<file path="config.mk">
export PLATFORM = sky130hd
export DESIGN_NAME = eec_status_top
export DESIGN_NICKNAME = d
export VERILOG_FILES = /design/src/hw/eec_pkg.sv /design/src/hw/eec_err_counter.sv /design/src/hw/eec_status_top.sv
export SDC_FILE = /design/constraint.sdc
export NUM_CORES = 1
export LEC_CHECK = 0
export ABC_AREA = 1
export BUFFER_PORTS_ARGS = -buffer_cell sky130_fd_sc_hd__buf_2
export CORE_MARGIN = 3
export CORE_UTILIZATION = 55
export CTS_CLUSTER_DIAMETER = 150
export DETAILED_ROUTE_END_ITERATION = 10
export PLACE_DENSITY = 0.77
export SETUP_SLACK_MARGIN = 0.05
export SLEW_MARGIN = 20
export SYNTH_ARGS = -nofsm -noshare
export SYNTH_HDL_FRONTEND = slang
export SYNTH_HIERARCHICAL = 1
export SYNTH_SLANG_ARGS = --single-unit
</file>
<file path="constraint.sdc">
create_clock -name core_clk_in -period 2.3 [get_ports core_clk_in]
set_clock_uncertainty 0.1 [all_clocks]
set_input_delay 0.575 -clock core_clk_in [delete_from_list [all_inputs] [get_ports core_clk_in]]
set_output_delay 0.575 -clock core_clk_in [all_outputs]
set_load 0.02 [all_outputs]
</file>
<file path="src/hw/eec_pkg.sv">
// Package for the E1 error counter and interrupt status block.
// Assumes an 8-bit processor port with a 5-bit register address.
package eec_pkg;

  // Register port and counter widths
  localparam int unsigned ADDR_W = 5;
  localparam int unsigned DATA_W = 8;
  localparam int unsigned CNT_W  = 16;

  // Register offsets within the status page
  localparam logic [4:0] OFS_LCV_HIGH   = 5'h16;
  localparam logic [4:0] OFS_LCV_LOW    = 5'h17;
  localparam logic [4:0] OFS_CRC_HIGH   = 5'h18;
  localparam logic [4:0] OFS_CRC_LOW    = 5'h19;
  localparam logic [4:0] OFS_SYNC_IRQ   = 5'h1b;
  localparam logic [4:0] OFS_ERROR_IRQ  = 5'h1c;

  // Reset values and the one-count step
  localparam logic [7:0]  BYTE_ZERO     = 8'h00;
  localparam logic [15:0] COUNT_ZERO    = 16'h0000;
  localparam logic [15:0] COUNT_ONE     = 16'h0001;

  // Sync and alarm status word bit positions
  localparam int unsigned BIT_FRAME_SYNC_CHG  = 7;
  localparam int unsigned BIT_MFRAME_SYNC_CHG = 6;
  localparam int unsigned BIT_CRC_SYNC_CHG    = 5;
  localparam int unsigned BIT_ALL_ONES_CHG    = 4;
  localparam int unsigned BIT_SIGNAL_LOSS     = 3;
  localparam int unsigned BIT_CONSEC_FAS_ERR  = 2;
  localparam int unsigned BIT_MFRAME_LOSS     = 1;
  localparam int unsigned BIT_ELASTIC_SLIP    = 0;

  // Error event status word bit positions
  localparam int unsigned BIT_FAS_BIT_ERR     = 7;
  localparam int unsigned BIT_LOCAL_CRC_ERR   = 6;
  localparam int unsigned BIT_FAR_END_ERR     = 5;
  localparam int unsigned BIT_SLOT16_ONES     = 4;
  localparam int unsigned BIT_CODE_VIOLATION  = 3;
  localparam int unsigned BIT_TEST_PATTERN    = 2;
  localparam int unsigned BIT_AUX_PATTERN     = 1;
  localparam int unsigned BIT_REMOTE_ALARM    = 0;

  // Alternating auxiliary pattern run length in bits
  localparam int unsigned AUX_RUN_LEN = 512;
  localparam int unsigned AUX_RUN_W   = 10;

endpackage

</file>
<file path="src/hw/eec_err_counter.sv">
// Wrapping event counter with a registered overflow pulse.
// Assumes the event input is a one-cycle pulse on the same clock.
`timescale 1ns/100ps
module eec_err_counter #(
  parameter int unsigned WIDTH = 16
) (
  input  wire logic             core_clk_in,
  input  wire logic             reset_in,
  input  wire logic             event_in,
  output logic [WIDTH-1:0]      count_out,
  output logic                  overflow_out
);

  logic [WIDTH-1:0] count_reg;
  logic [WIDTH-1:0] count_next;
  logic             overflow_reg;
  logic             wrap_now;

  // All ones rolls over to zero; the rollover is the overflow event
  assign wrap_now   = event_in && (&count_reg);
  assign count_next = event_in ? count_reg + {{(WIDTH-1){1'b0}}, 1'b1} : count_reg;

  // Counter and overflow flag
  always_ff @(posedge core_clk_in) begin
    if (reset_in) begin
      count_reg    <= '0;
      overflow_reg <= 1'b0;
    end else begin
      count_reg    <= count_next;
      overflow_reg <= wrap_now;
    end
  end

  assign count_out    = count_reg;
  assign overflow_out = overflow_reg;

endmodule

</file>
<file path="src/hw/eec_status_top.sv">
// E1 receive error counters and read-to-clear interrupt status words.
// Assumes framer events arrive on core_clk_in as one-cycle pulses or
// levels, and the processor port is already synchronous to that clock.
//
// Functional notes
// - Sixteen-bit code violation count, high byte at 16h, low byte at 17h.
// - Excess-zero select low: count only non-substitution bipolar violations.
// - Excess-zero select high: also count excess consecutive zero events.
// - Sixteen-bit CRC-4 error count, high byte at 18h, low byte at 19h.
// - Reading either status word at 1Bh or 1Ch clears its bits.
// - Sync word bit 7 sets on any change of frame sync.
// - Sync word bit 6 sets on any change of multiframe sync.
// - Sync word bit 5 sets on any change of CRC-4 sync.
// - Sync word bit 4 sets on any change of all-ones alarm.
// - Sync word bit 3 sets while analog or digital signal loss exists.
// - Sync word bit 2 sets when the last two alignment words errored.
// - Sync word bit 1 sets when multiframe alignment is lost.
// - Sync word bit 0 sets on a controlled elastic buffer slip.
// - Error word bit 7 sets on alignment bit error while frame synced.
// - Error word bit 6 sets on a local CRC-4 failure.
// - Error word bit 5 sets on a wrong E-bit in a multiframe.
// - Error word bit 4 sets when time slot 16 carries all ones.
// - Error word bit 3 sets on any non-substitution code violation.
// - Error word bit 2 sets on a bit error in a PRBS channel.
// - Error word bit 1 sets after 512 bits of alternating pattern.
// - Error word bit 0 sets when received remote alarm bit is one.
// - Mask bit one enables its status bit, zero suppresses it.
// - Counters wrap from all ones to zero, reported as overflow.
`timescale 1ns/100ps
module eec_status_top
  import eec_pkg::*;
(
  input  wire logic              core_clk_in,
  input  wire logic              reset_in,
  // Processor port
  input  wire logic [ADDR_W-1:0] addr_in,
  input  wire logic              read_strobe_in,
  output logic [DATA_W-1:0]      read_data_out,
  // Control
  input  wire logic              excess_zero_counting_select_in,
  input  wire logic [7:0]        sync_alarm_irq_mask_in,
  input  wire logic [7:0]        error_event_irq_mask_in,
  // Framer conditions (levels)
  input  wire logic              frame_sync_in,
  input  wire logic              multiframe_sync_in,
  input  wire logic              checksum_sync_in,
  input  wire logic              all_ones_in,
  input  wire logic              signal_loss_in,
  input  wire logic              slot16_all_ones_in,
  // Framer events (one-cycle pulses)
  input  wire logic              fas_checked_in,
  input  wire logic              fas_errored_in,
  input  wire logic              multiframe_loss_in,
  input  wire logic              elastic_slip_in,
  input  wire logic              local_checksum_error_in,
  input  wire logic              far_end_block_error_in,
  input  wire logic              bipolar_violation_in,
  input  wire logic              excess_zeros_in,
  input  wire logic              test_pattern_error_in,
  input  wire logic              nfas_valid_in,
  input  wire logic              nfas_bit3_in,
  // Received bit stream for the auxiliary pattern
  input  wire logic              rx_bit_valid_in,
  input  wire logic              rx_bit_in,
  // Counter overflow events
  output logic                   code_violation_overflow_out,
  output logic                   checksum_error_overflow_out
);

  // Single decode used by both the read mux and the clear logic
  function automatic logic addr_hit(input logic [ADDR_W-1:0] a,
                                    input logic [ADDR_W-1:0] ofs,
                                    input logic              rd);
    addr_hit = rd && (a == ofs);
  endfunction

  localparam logic [AUX_RUN_W-1:0] AUX_RUN_FULL = AUX_RUN_W'(AUX_RUN_LEN);
  localparam logic [AUX_RUN_W-1:0] AUX_RUN_ONE  = AUX_RUN_W'(1);

  logic [CNT_W-1:0]     lcv_count;
  logic [CNT_W-1:0]     crc_count;
  logic                 lcv_event;
  logic [7:0]           sync_status_reg;
  logic [7:0]           sync_status_next;
  logic [7:0]           error_status_reg;
  logic [7:0]           error_status_next;
  logic [7:0]           sync_set;
  logic [7:0]           error_set;
  logic [7:0]           sync_raw;
  logic [7:0]           error_raw;
  logic                 sync_read;
  logic                 error_read;
  logic [DATA_W-1:0]    read_data_reg;
  logic [DATA_W-1:0]    read_data_next;
  logic                 frame_sync_reg;
  logic                 multiframe_sync_reg;
  logic                 checksum_sync_reg;
  logic                 all_ones_reg;
  logic                 fas_prev_err_reg;
  logic                 prev_bit_reg;
  logic [AUX_RUN_W-1:0] aux_run_reg;
  logic [AUX_RUN_W-1:0] aux_run_next;
  logic                 aux_hit;

  // Violation qualification; excess zeros only count when selected
  assign lcv_event = bipolar_violation_in ||
                     (excess_zero_counting_select_in && excess_zeros_in);

  // Line code violation counter
  eec_err_counter #(
    .WIDTH        (CNT_W)
  ) u_line_violation_count_high (
    .core_clk_in  (core_clk_in),
    .reset_in     (reset_in),
    .event_in     (lcv_event),
    .count_out    (lcv_count),
    .overflow_out (code_violation_overflow_out)
  );

  // CRC-4 error counter
  eec_err_counter #(
    .WIDTH        (CNT_W)
  ) u_crc_counter (
    .core_clk_in  (core_clk_in),
    .reset_in     (reset_in),
    .event_in     (local_checksum_error_in),
    .count_out    (crc_count),
    .overflow_out (checksum_error_overflow_out)
  );

  // Previous condition levels for change detection
  always_ff @(posedge core_clk_in) begin
    if (reset_in) begin
      frame_sync_reg      <= 1'b0;
      multiframe_sync_reg <= 1'b0;
      checksum_sync_reg   <= 1'b0;
      all_ones_reg        <= 1'b0;
    end else begin
      frame_sync_reg      <= frame_sync_in;
      multiframe_sync_reg <= multiframe_sync_in;
      checksum_sync_reg   <= checksum_sync_in;
      all_ones_reg        <= all_ones_in;
    end
  end

  // Error state of the previous alignment word
  always_ff @(posedge core_clk_in) begin
    if (reset_in) begin
      fas_prev_err_reg <= 1'b0;
    end else if (fas_checked_in) begin
      fas_prev_err_reg <= fas_errored_in;
    end
  end

  // Alternating run length; a repeated bit restarts the run at one
  assign aux_run_next = !rx_bit_valid_in             ? aux_run_reg :
                        (rx_bit_in == prev_bit_reg)  ? AUX_RUN_ONE :
                        (aux_run_reg == AUX_RUN_FULL) ? aux_run_reg :
                        aux_run_reg + AUX_RUN_ONE;
  assign aux_hit = (aux_run_next == AUX_RUN_FULL) && (aux_run_reg != AUX_RUN_FULL);

  // Run tracker; saturates so a long pattern reports only once
  always_ff @(posedge core_clk_in) begin
    if (reset_in) begin
      aux_run_reg  <= '0;
      prev_bit_reg <= 1'b0;
    end else if (rx_bit_valid_in) begin
      aux_run_reg  <= aux_run_next;
      prev_bit_reg <= rx_bit_in;
    end
  end

  // Raw sync and alarm sources before masking
  assign sync_raw[BIT_FRAME_SYNC_CHG]  = frame_sync_in != frame_sync_reg;
  assign sync_raw[BIT_MFRAME_SYNC_CHG] = multiframe_sync_in != multiframe_sync_reg;
  assign sync_raw[BIT_CRC_SYNC_CHG]    = checksum_sync_in != checksum_sync_reg;
  assign sync_raw[BIT_ALL_ONES_CHG]    = all_ones_in != all_ones_reg;
  assign sync_raw[BIT_SIGNAL_LOSS]     = signal_loss_in;
  assign sync_raw[BIT_CONSEC_FAS_ERR]  = fas_checked_in && fas_errored_in &&
                                         fas_prev_err_reg;
  assign sync_raw[BIT_MFRAME_LOSS]     = multiframe_loss_in;
  assign sync_raw[BIT_ELASTIC_SLIP]    = elastic_slip_in;

  // Raw error event sources before masking
  assign error_raw[BIT_FAS_BIT_ERR]    = fas_checked_in && fas_errored_in &&
                                         frame_sync_in;
  assign error_raw[BIT_LOCAL_CRC_ERR]  = local_checksum_error_in;
  assign error_raw[BIT_FAR_END_ERR]    = far_end_block_error_in;
  assign error_raw[BIT_SLOT16_ONES]    = slot16_all_ones_in;
  assign error_raw[BIT_CODE_VIOLATION] = bipolar_violation_in;
  assign error_raw[BIT_TEST_PATTERN]   = test_pattern_error_in;
  assign error_raw[BIT_AUX_PATTERN]    = aux_hit;
  assign error_raw[BIT_REMOTE_ALARM]   = nfas_valid_in && nfas_bit3_in;

  // Mask gates each source; one enables
  assign sync_set  = sync_raw & sync_alarm_irq_mask_in;
  assign error_set = error_raw & error_event_irq_mask_in;

  // Read decode for clearing
  assign sync_read  = addr_hit(addr_in, OFS_SYNC_IRQ, read_strobe_in);
  assign error_read = addr_hit(addr_in, OFS_ERROR_IRQ, read_strobe_in);

  // Read clears the word; a set in the same cycle survives the clear
  assign sync_status_next  = (sync_read ? BYTE_ZERO : sync_status_reg) | sync_set;
  assign error_status_next = (error_read ? BYTE_ZERO : error_status_reg) | error_set;

  // Status words
  always_ff @(posedge core_clk_in) begin
    if (reset_in) begin
      sync_status_reg  <= BYTE_ZERO;
      error_status_reg <= BYTE_ZERO;
    end else begin
      sync_status_reg  <= sync_status_next;
      error_status_reg <= error_status_next;
    end
  end

  // Read mux; unmapped offsets read as zero
  assign read_data_next =
    addr_hit(addr_in, OFS_LCV_HIGH, read_strobe_in)  ? lcv_count[15:8]  :
    addr_hit(addr_in, OFS_LCV_LOW, read_strobe_in)   ? lcv_count[7:0]   :
    addr_hit(addr_in, OFS_CRC_HIGH, read_strobe_in)  ? crc_count[15:8]  :
    addr_hit(addr_in, OFS_CRC_LOW, read_strobe_in)   ? crc_count[7:0]   :
    sync_read                                        ? sync_status_reg  :
    error_read                                       ? error_status_reg :
    read_data_reg;

  // Read data holds until the next read strobe
  always_ff @(posedge core_clk_in) begin
    if (reset_in) begin
      read_data_reg <= BYTE_ZERO;
    end else if (read_strobe_in) begin
      read_data_reg <= addr_hit(addr_in, OFS_SYNC_IRQ, 1'b1) ||
                       addr_hit(addr_in, OFS_ERROR_IRQ, 1'b1) ||
                       addr_hit(addr_in, OFS_LCV_HIGH, 1'b1) ||
                       addr_hit(addr_in, OFS_LCV_LOW, 1'b1) ||
                       addr_hit(addr_in, OFS_CRC_HIGH, 1'b1) ||
                       addr_hit(addr_in, OFS_CRC_LOW, 1'b1) ? read_data_next : BYTE_ZERO;
    end
  end

  assign read_data_out = read_data_reg;

  // Checker's own memory of the last checked word; any spacing between checks
  logic chk_fas_err_reg;
  always_ff @(posedge core_clk_in) begin
    if (reset_in) begin
      chk_fas_err_reg <= 1'b0;
    end else if (fas_checked_in) begin
      chk_fas_err_reg <= fas_errored_in;
    end
  end
endmodule

</file>
Word-level counts from Yosys, hierarchy flattened
Index checks and enable logic that the tools add are counted.
Widths: inputs -> output; s select.
Storage, ports and cells
  RAM bits: 0
  output and inout port bits: 10
  bits in latches: 0
  memories: 0
  input port bits: 44
  word-level logic and storage cells: 71
  register bits after elaboration: 74
  ROM bits: 0
Operators by class
  shifts and indexed selects: 0
  add/subtract/negate cells: 3
  eq/ne operators: 15
  bitwise operators: 4
  $lt $le $gt $ge: 0
  multiplexer cells: 12
  multipliers: 0
  div/mod/pow operators: 0
  reduce and logical (&&, ||, !) cells: 23
Operators with widths (count)
  $mux 8: 9
  $add 16x1->16 const B: 2
  $reduce_and 16->1: 2
  $eq 5x5->1 const B: 6
  $mux 10: 3
  $eq 10x10->1 const B: 2
  $and 8x8->8: 2
  $or 8x8->8: 2
  $logic_and 1x1->1: 14
  $add 10x1->10 const B: 1
  $ne 10x10->1 const B: 1
  $ne 7x7->1 const B: 1
  $logic_or 1x1->1: 6
  $ne 1x1->1: 4
  $reduce_and 2->1: 1
  $eq 1x1->1: 1

Longest topological paths before layout
  depth in word-level cells: 9
  depth in mapped cells: 13
  gate-level depth less buffers: 13

By module
The synthesis kept the hierarchy.
Modules (own cells, without submodules)
  eec_status_top: cells an instance 368, area each 2317.2 µm², times used 1, sequential area each 800.8 µm²
  eec_err_counter: cells an instance 133, area each 854.6 µm², times used 2, sequential area each 340.3 µm²

Worst setup path before layout
No wires, ideal clock.
  path kind: input port to flip-flop
  from: input port addr_in[2]
  to: register read_data_reg[1], in the netlist read_data_out[1]
  library setup time: 134 ps
  buffers on the path: 0
  arrival time: 1478 ps
  stages on the path: 9
  setup slack: 588 ps
  data required time: 2066 ps
  path through: inv_2 -> nor2_1 -> nand3_1 -> nor3_4 -> inv_2 -> nor2_1 -> nor2_1 -> nand2_1 -> a21oi_1
Between the ends
  longest elaborated chain between the ends: 8
  elaborated cells between the ends (all ways): 25
  those cells by class: eq/ne (7); mux (6); reduce/logical (12)
RTL lines
  start: declaration: line eec_status_top.sv:36  | input wire logic [ADDR_W-1:0] addr_in,
  $eq 5x5->1: line eec_status_top.sv:74  | addr_hit = rd && (a == ofs);
  $logic_and 1x1->1 / $logic_or 1x1->1 (equally long branches): line eec_status_top.sv:74, eec_status_top.sv:233
  $mux 8 / $logic_or 1x1->1 (equally long branches): line eec_status_top.sv:224, eec_status_top.sv:234
  $mux 8 / $logic_or 1x1->1 (equally long branches): line eec_status_top.sv:223, eec_status_top.sv:235
  $mux 8 / $logic_or 1x1->1 (equally long branches): line eec_status_top.sv:222, eec_status_top.sv:236
  $mux 8 / $logic_or 1x1->1 (equally long branches): line eec_status_top.sv:221, eec_status_top.sv:237
  $mux 8 / $ne 7x7->1 (equally long branches)
  $mux 8 / $reduce_and 2->1 (equally long branches)
  end signal: assignment: line eec_status_top.sv:233  | read_data_reg <= addr_hit(addr_in, OFS_SYNC_IRQ, 1'b1) ||
  end: declaration: line eec_status_top.sv:93  | logic [DATA_W-1:0] read_data_reg;
Several ways; a longest one is shown, not always the timed one.
A chain may end at the register's enable or synchronous reset.

Worst setup path after layout
  from: register aux_run_reg[1]
  to: register error_status_reg[1]
Between the ends
  longest elaborated chain between the ends: 8
  elaborated cells between the ends (all ways): 10
  those cells by class: add/sub (1); eq/ne (3); mux (3); bitwise (2); reduce/logical (1)
RTL lines
  start: declaration: line eec_status_top.sv:101  | logic [AUX_RUN_W-1:0] aux_run_reg;
  start signal: assignment: line eec_status_top.sv:168  | aux_run_reg <= aux_run_next;
  $add 10x1->10 / $eq 10x10->1 (equally long branches): line eec_status_top.sv:159, eec_status_top.sv:158
  $mux 10: line eec_status_top.sv:158  | (aux_run_reg == AUX_RUN_FULL) ? aux_run_reg :
  $mux 10: line eec_status_top.sv:157  | (rx_bit_in == prev_bit_reg) ? AUX_RUN_ONE :
  $mux 10: line eec_status_top.sv:156  | assign aux_run_next = !rx_bit_valid_in ? aux_run_reg :
  $eq 10x10->1: line eec_status_top.sv:160  | assign aux_hit = (aux_run_next == AUX_RUN_FULL) && (aux_run_reg != AUX_RUN_FULL);
  $logic_and 1x1->1 *: line eec_status_top.sv:160
  $and 8x8->8 *: line eec_status_top.sv:197  | assign error_set = error_raw & error_event_irq_mask_in;
  $or 8x8->8 *: line eec_status_top.sv:205  | assign error_status_next = (error_read ? BYTE_ZERO : error_status_reg) | error_set;
  end signal: assignment: line eec_status_top.sv:214  | error_status_reg <= error_status_next;
  end: declaration: line eec_status_top.sv:85  | logic [7:0] error_status_reg;
Every way passes the cells marked *; elsewhere a longest branch is shown, timed or not.

==> qor.csv <==
stage,metric,value,unit
timing,Worst-Margin Slew,386,ps
critical_path,RR Endpoint,error_status_reg[1],
critical_path,CP Capture Point,error_status_reg[1],
yosys,average size of a mapped cell,6.35,um^2
clock_network,Clock Tree Buf Depth,2,
detailed_routing,number of routed nets with antenna violations,0,
yosys,top post-synthesis cells by area,"dfxtp_1 (37%), nand2_1 (17%), nor2_1 (11%)",
floorplan,initial cell density of the core,58.0,%
grt,vias in the first global route,3815,
yosys,Ys Warns,6,
yosys,Post-Syn Area,4030,um^2
clock_network,CTS clock-pin slew for the worst setup and hold paths,90,ps
critical_path,nature of the critical path endpoint,flop,
grt,first-pass GRT wire length,16800,um
floorplan,num ports,54,
yosys,#FFs+latches synth,74,
timing,minimum clock period,1840,ps
timing,setup TNS,0,ps
critical_path,crit-path leading delay family,simple AND/OR/NAND/NOR gates,
critical_path,Critical Path RT,2500,ps
clock_network,TritonCTS clock tree,built,
critical_path,WS Path Type,flop to flop,
yosys,Synth cell types,35,
placed_design,number of port buffers,53,
power_and_ir_drop,"IR drop worst, VDD",0.000467,V
power_and_ir_drop,Cell Pwr Density,547,nW/um^2
yosys,top-count cell post-synth,nand2_1,
hold_path,hold crit path type,input pin to flop,
detailed_routing,Pre-Repair DR Iteration Count,4,
grt,met2 GRT Util,39.7,%
clock_network,clock latency on the worst-skew pair,360,ps
placed_design,dpl hpwl,7440,um
yosys,Synth Net Count,682,
floorplan,Die Height,91.6,um
clock_network,# Post-CTS Setup Buffers,0,
critical_path,Startpoint Class,flop,
clock_network,PostCTS Resize Cnt,0,
finish,layout cells sized above 1,14.9,%
clock_network,CTS buffer count,9,
timing,RSZ-0062 raised after global routing,false,
timing,worst rel slew slack,74.1,%
detailed_routing,DRT iter0 DRCs,262,
timing,Final Hold Viols,0,
critical_path,Reg2Reg Launch Point,aux_run_reg[1],
placed_design,Placer Congestion,0.959,
critical_path,crit path cell chain,inv_1 > ha_1 > nand2_1 > nor2_1 > nand3_2 > nand3_1 > nand2_1 > nor2_1 > nand3_1 > nor2_1 > nand2_1 > a21oi_2,
power_and_ir_drop,Pleak,0.00211,uW
finish,diode count,0,
finish,nets,739,
timing,post-route clock period utilization,79.9,%
clock_network,CTS Hold Buffers Added,0,
floorplan,Die ar.,8380,um^2
grt,grt total ovfl,0,
grt,Global Route Usage Sum,24.5,%
yosys,"Seq/Total Area, Yosys",36.8,%
critical_path,FF-to-FF setup slack,460,ps
yosys,Yosys top cell by area,dfxtp_1,
yosys,number of flops mapped to enable cells by yosys,0,
detailed_routing,Vias/cell,5.19,
critical_path,crit path DAT,2030,ps
yosys,Commonest cells post-synth,"nand2_1 (186), nor2_1 (120), dfxtp_1 (74)",
critical_path,max incr delay on CP,370,ps
detailed_routing,routed wire length,9760,um
grt,largest net degree at the start of global routing,44,
critical_path,CP startpoint,aux_run_reg[1],
detailed_routing,Residual DRC,0,
yosys,top cell type's share of synthesized area,36.8,%
timing,worst setup margin,463,ps
yosys,Main synth FF type,dfxtp_1,
placed_design,dpl ws,200,ps
detailed_routing,vias,4109,
grt,busiest grt layer,met2,
yosys,share of synthesized registers carrying an async set or reset,0,%
detailed_routing,DR WL/cell,12.3,um
timing,Setup-failing EPs final,0,
grt,initial antenna violation count,0,
finish,P&R area growth vs syn,13.5,%
flow_run,Max-cap violations,0,
yosys,synthesized instance count,634,
clock_network,H-tree depth,3,
clock_network,CTS root buf,clkbuf_8,
outcome,status,completed,
floorplan,core area,6940,um^2
grt,met1 Track Usage GR,31.3,%
timing,Max Slew Vio Count,0,
critical_path,slowest CP cell,dfxtp_1,
critical_path,CP Depth,12,
critical_path,Worst Path Buf+Inv,1,
floorplan,Rows,30,
grt,M3 GR Usage,5.47,%
clock_network,CTS Sinks,74,
critical_path,worst-path maximum fanout,4,
floorplan,chip width,91.6,um
critical_path,cells on worst reg2reg path,12,
timing,Fmax achieved,0.544,GHz
[power by group]
| group | leakage [uW] | switching [uW] | internal [uW] |
|---|---|---|---|
| logic | 0.00142 | 142 | 93.4 |
| clock network | 0.0000900 | 523 | 398 |
| registers | 0.000602 | 28.0 | 1320 |
[cells in the final DEF (no fill, tap or decap), drive strengths merged]
cell / netlist / final
nor4: 1 / 1
clkinv: 1 / 5
clkinvlp: 0 / 1
o21bai: 4 / 4
inv: 67 / 69
a21oi: 46 / 46
or2: 4 / 4
nand3: 49 / 49
ha: 4 / 4
xor2: 3 / 3
xnor2: 3 / 3
a21o: 1 / 1
dfxtp: 74 / 74
clkbuf: 6 / 9
nor3: 17 / 17
nand4: 9 / 9
o21ai: 14 / 14
nand3b: 1 / 1
o211ai: 8 / 8
buf: 3 / 55
nand2: 191 / 191
a32oi: 1 / 1
a31oi: 1 / 1
nor2: 126 / 126
[routing by layer]
| layer | part of all wire, % | vias to the layer above | wire [um] |
|---|---|---|---|
| li1 | - | 2138 | - |
| met1 | 46 | 1823 | 4490 |
| met3 | 6.8 | 17 | 659 |
| met4 | 2.3 | 0 | 223 |
| met5 | 0 | - | 0 |
| met2 | 45 | 131 | 4380 |
[cell type report]
cell class	instances	area (um^2)
clock buffer	9	124
clock inverter	7	52.6
fill	639	2370
inverter	68	256
multi-input combinational	483	2240
sequential	74	1480
tap	96	120
timing repair buffer	55	293
[worst min path at each step]
stage / slack (ps) / end / cells after the start / startpoint
final: 330 / multiframe_sync_reg / 3 / multiframe_sync_in
after detailed placement: 360 / sync_status_reg[5] / 2 / sync_status_reg[5]
after CTS: 320 / multiframe_sync_reg / 3 / multiframe_sync_in
after global routing: 330 / all_ones_reg / 3 / all_ones_in
after global placement: 350 / sync_status_reg[2] / 2 / sync_status_reg[2]
after floorplan: 340 / sync_status_reg[1] / 2 / sync_status_reg[1]
[through the flow]
step           instance area [um^2]  utilization, %  instances  total power (uW)  hold WS (ps)
6_report                       4570            65.8        792              2500           333
5_1_grt                        4570            65.8        792              2620           330
4_1_cts                        4570            65.8        792              2530           321
3_5_place_dp                   4390            63.3        776              1610           357
3_3_place_gp                   4390            63.3        776              1600           350
2_1_floorplan                  4030               -        634              1510           339
[worst register-to-register path: cells and delay by family, from the launching register on]
family          cells  cell delay [ps]
compound gates      1              110
flops               1              370
simple gates        9              940
fa+ha+maj           1              160
buf+inv             1               90
[cell families after synthesis]
family	after synthesis	synth area share [%]
xor gates and xnor gates	6	1.31
and+or+nand+nor	398	42.8
AOI/OAI and AO/OA	75	10.3
adders and majority gates	4	1.24
buffers and inverters	77	7.49
DFF	74	36.8
No activity file was read; power rests on OpenSTA's default activity.
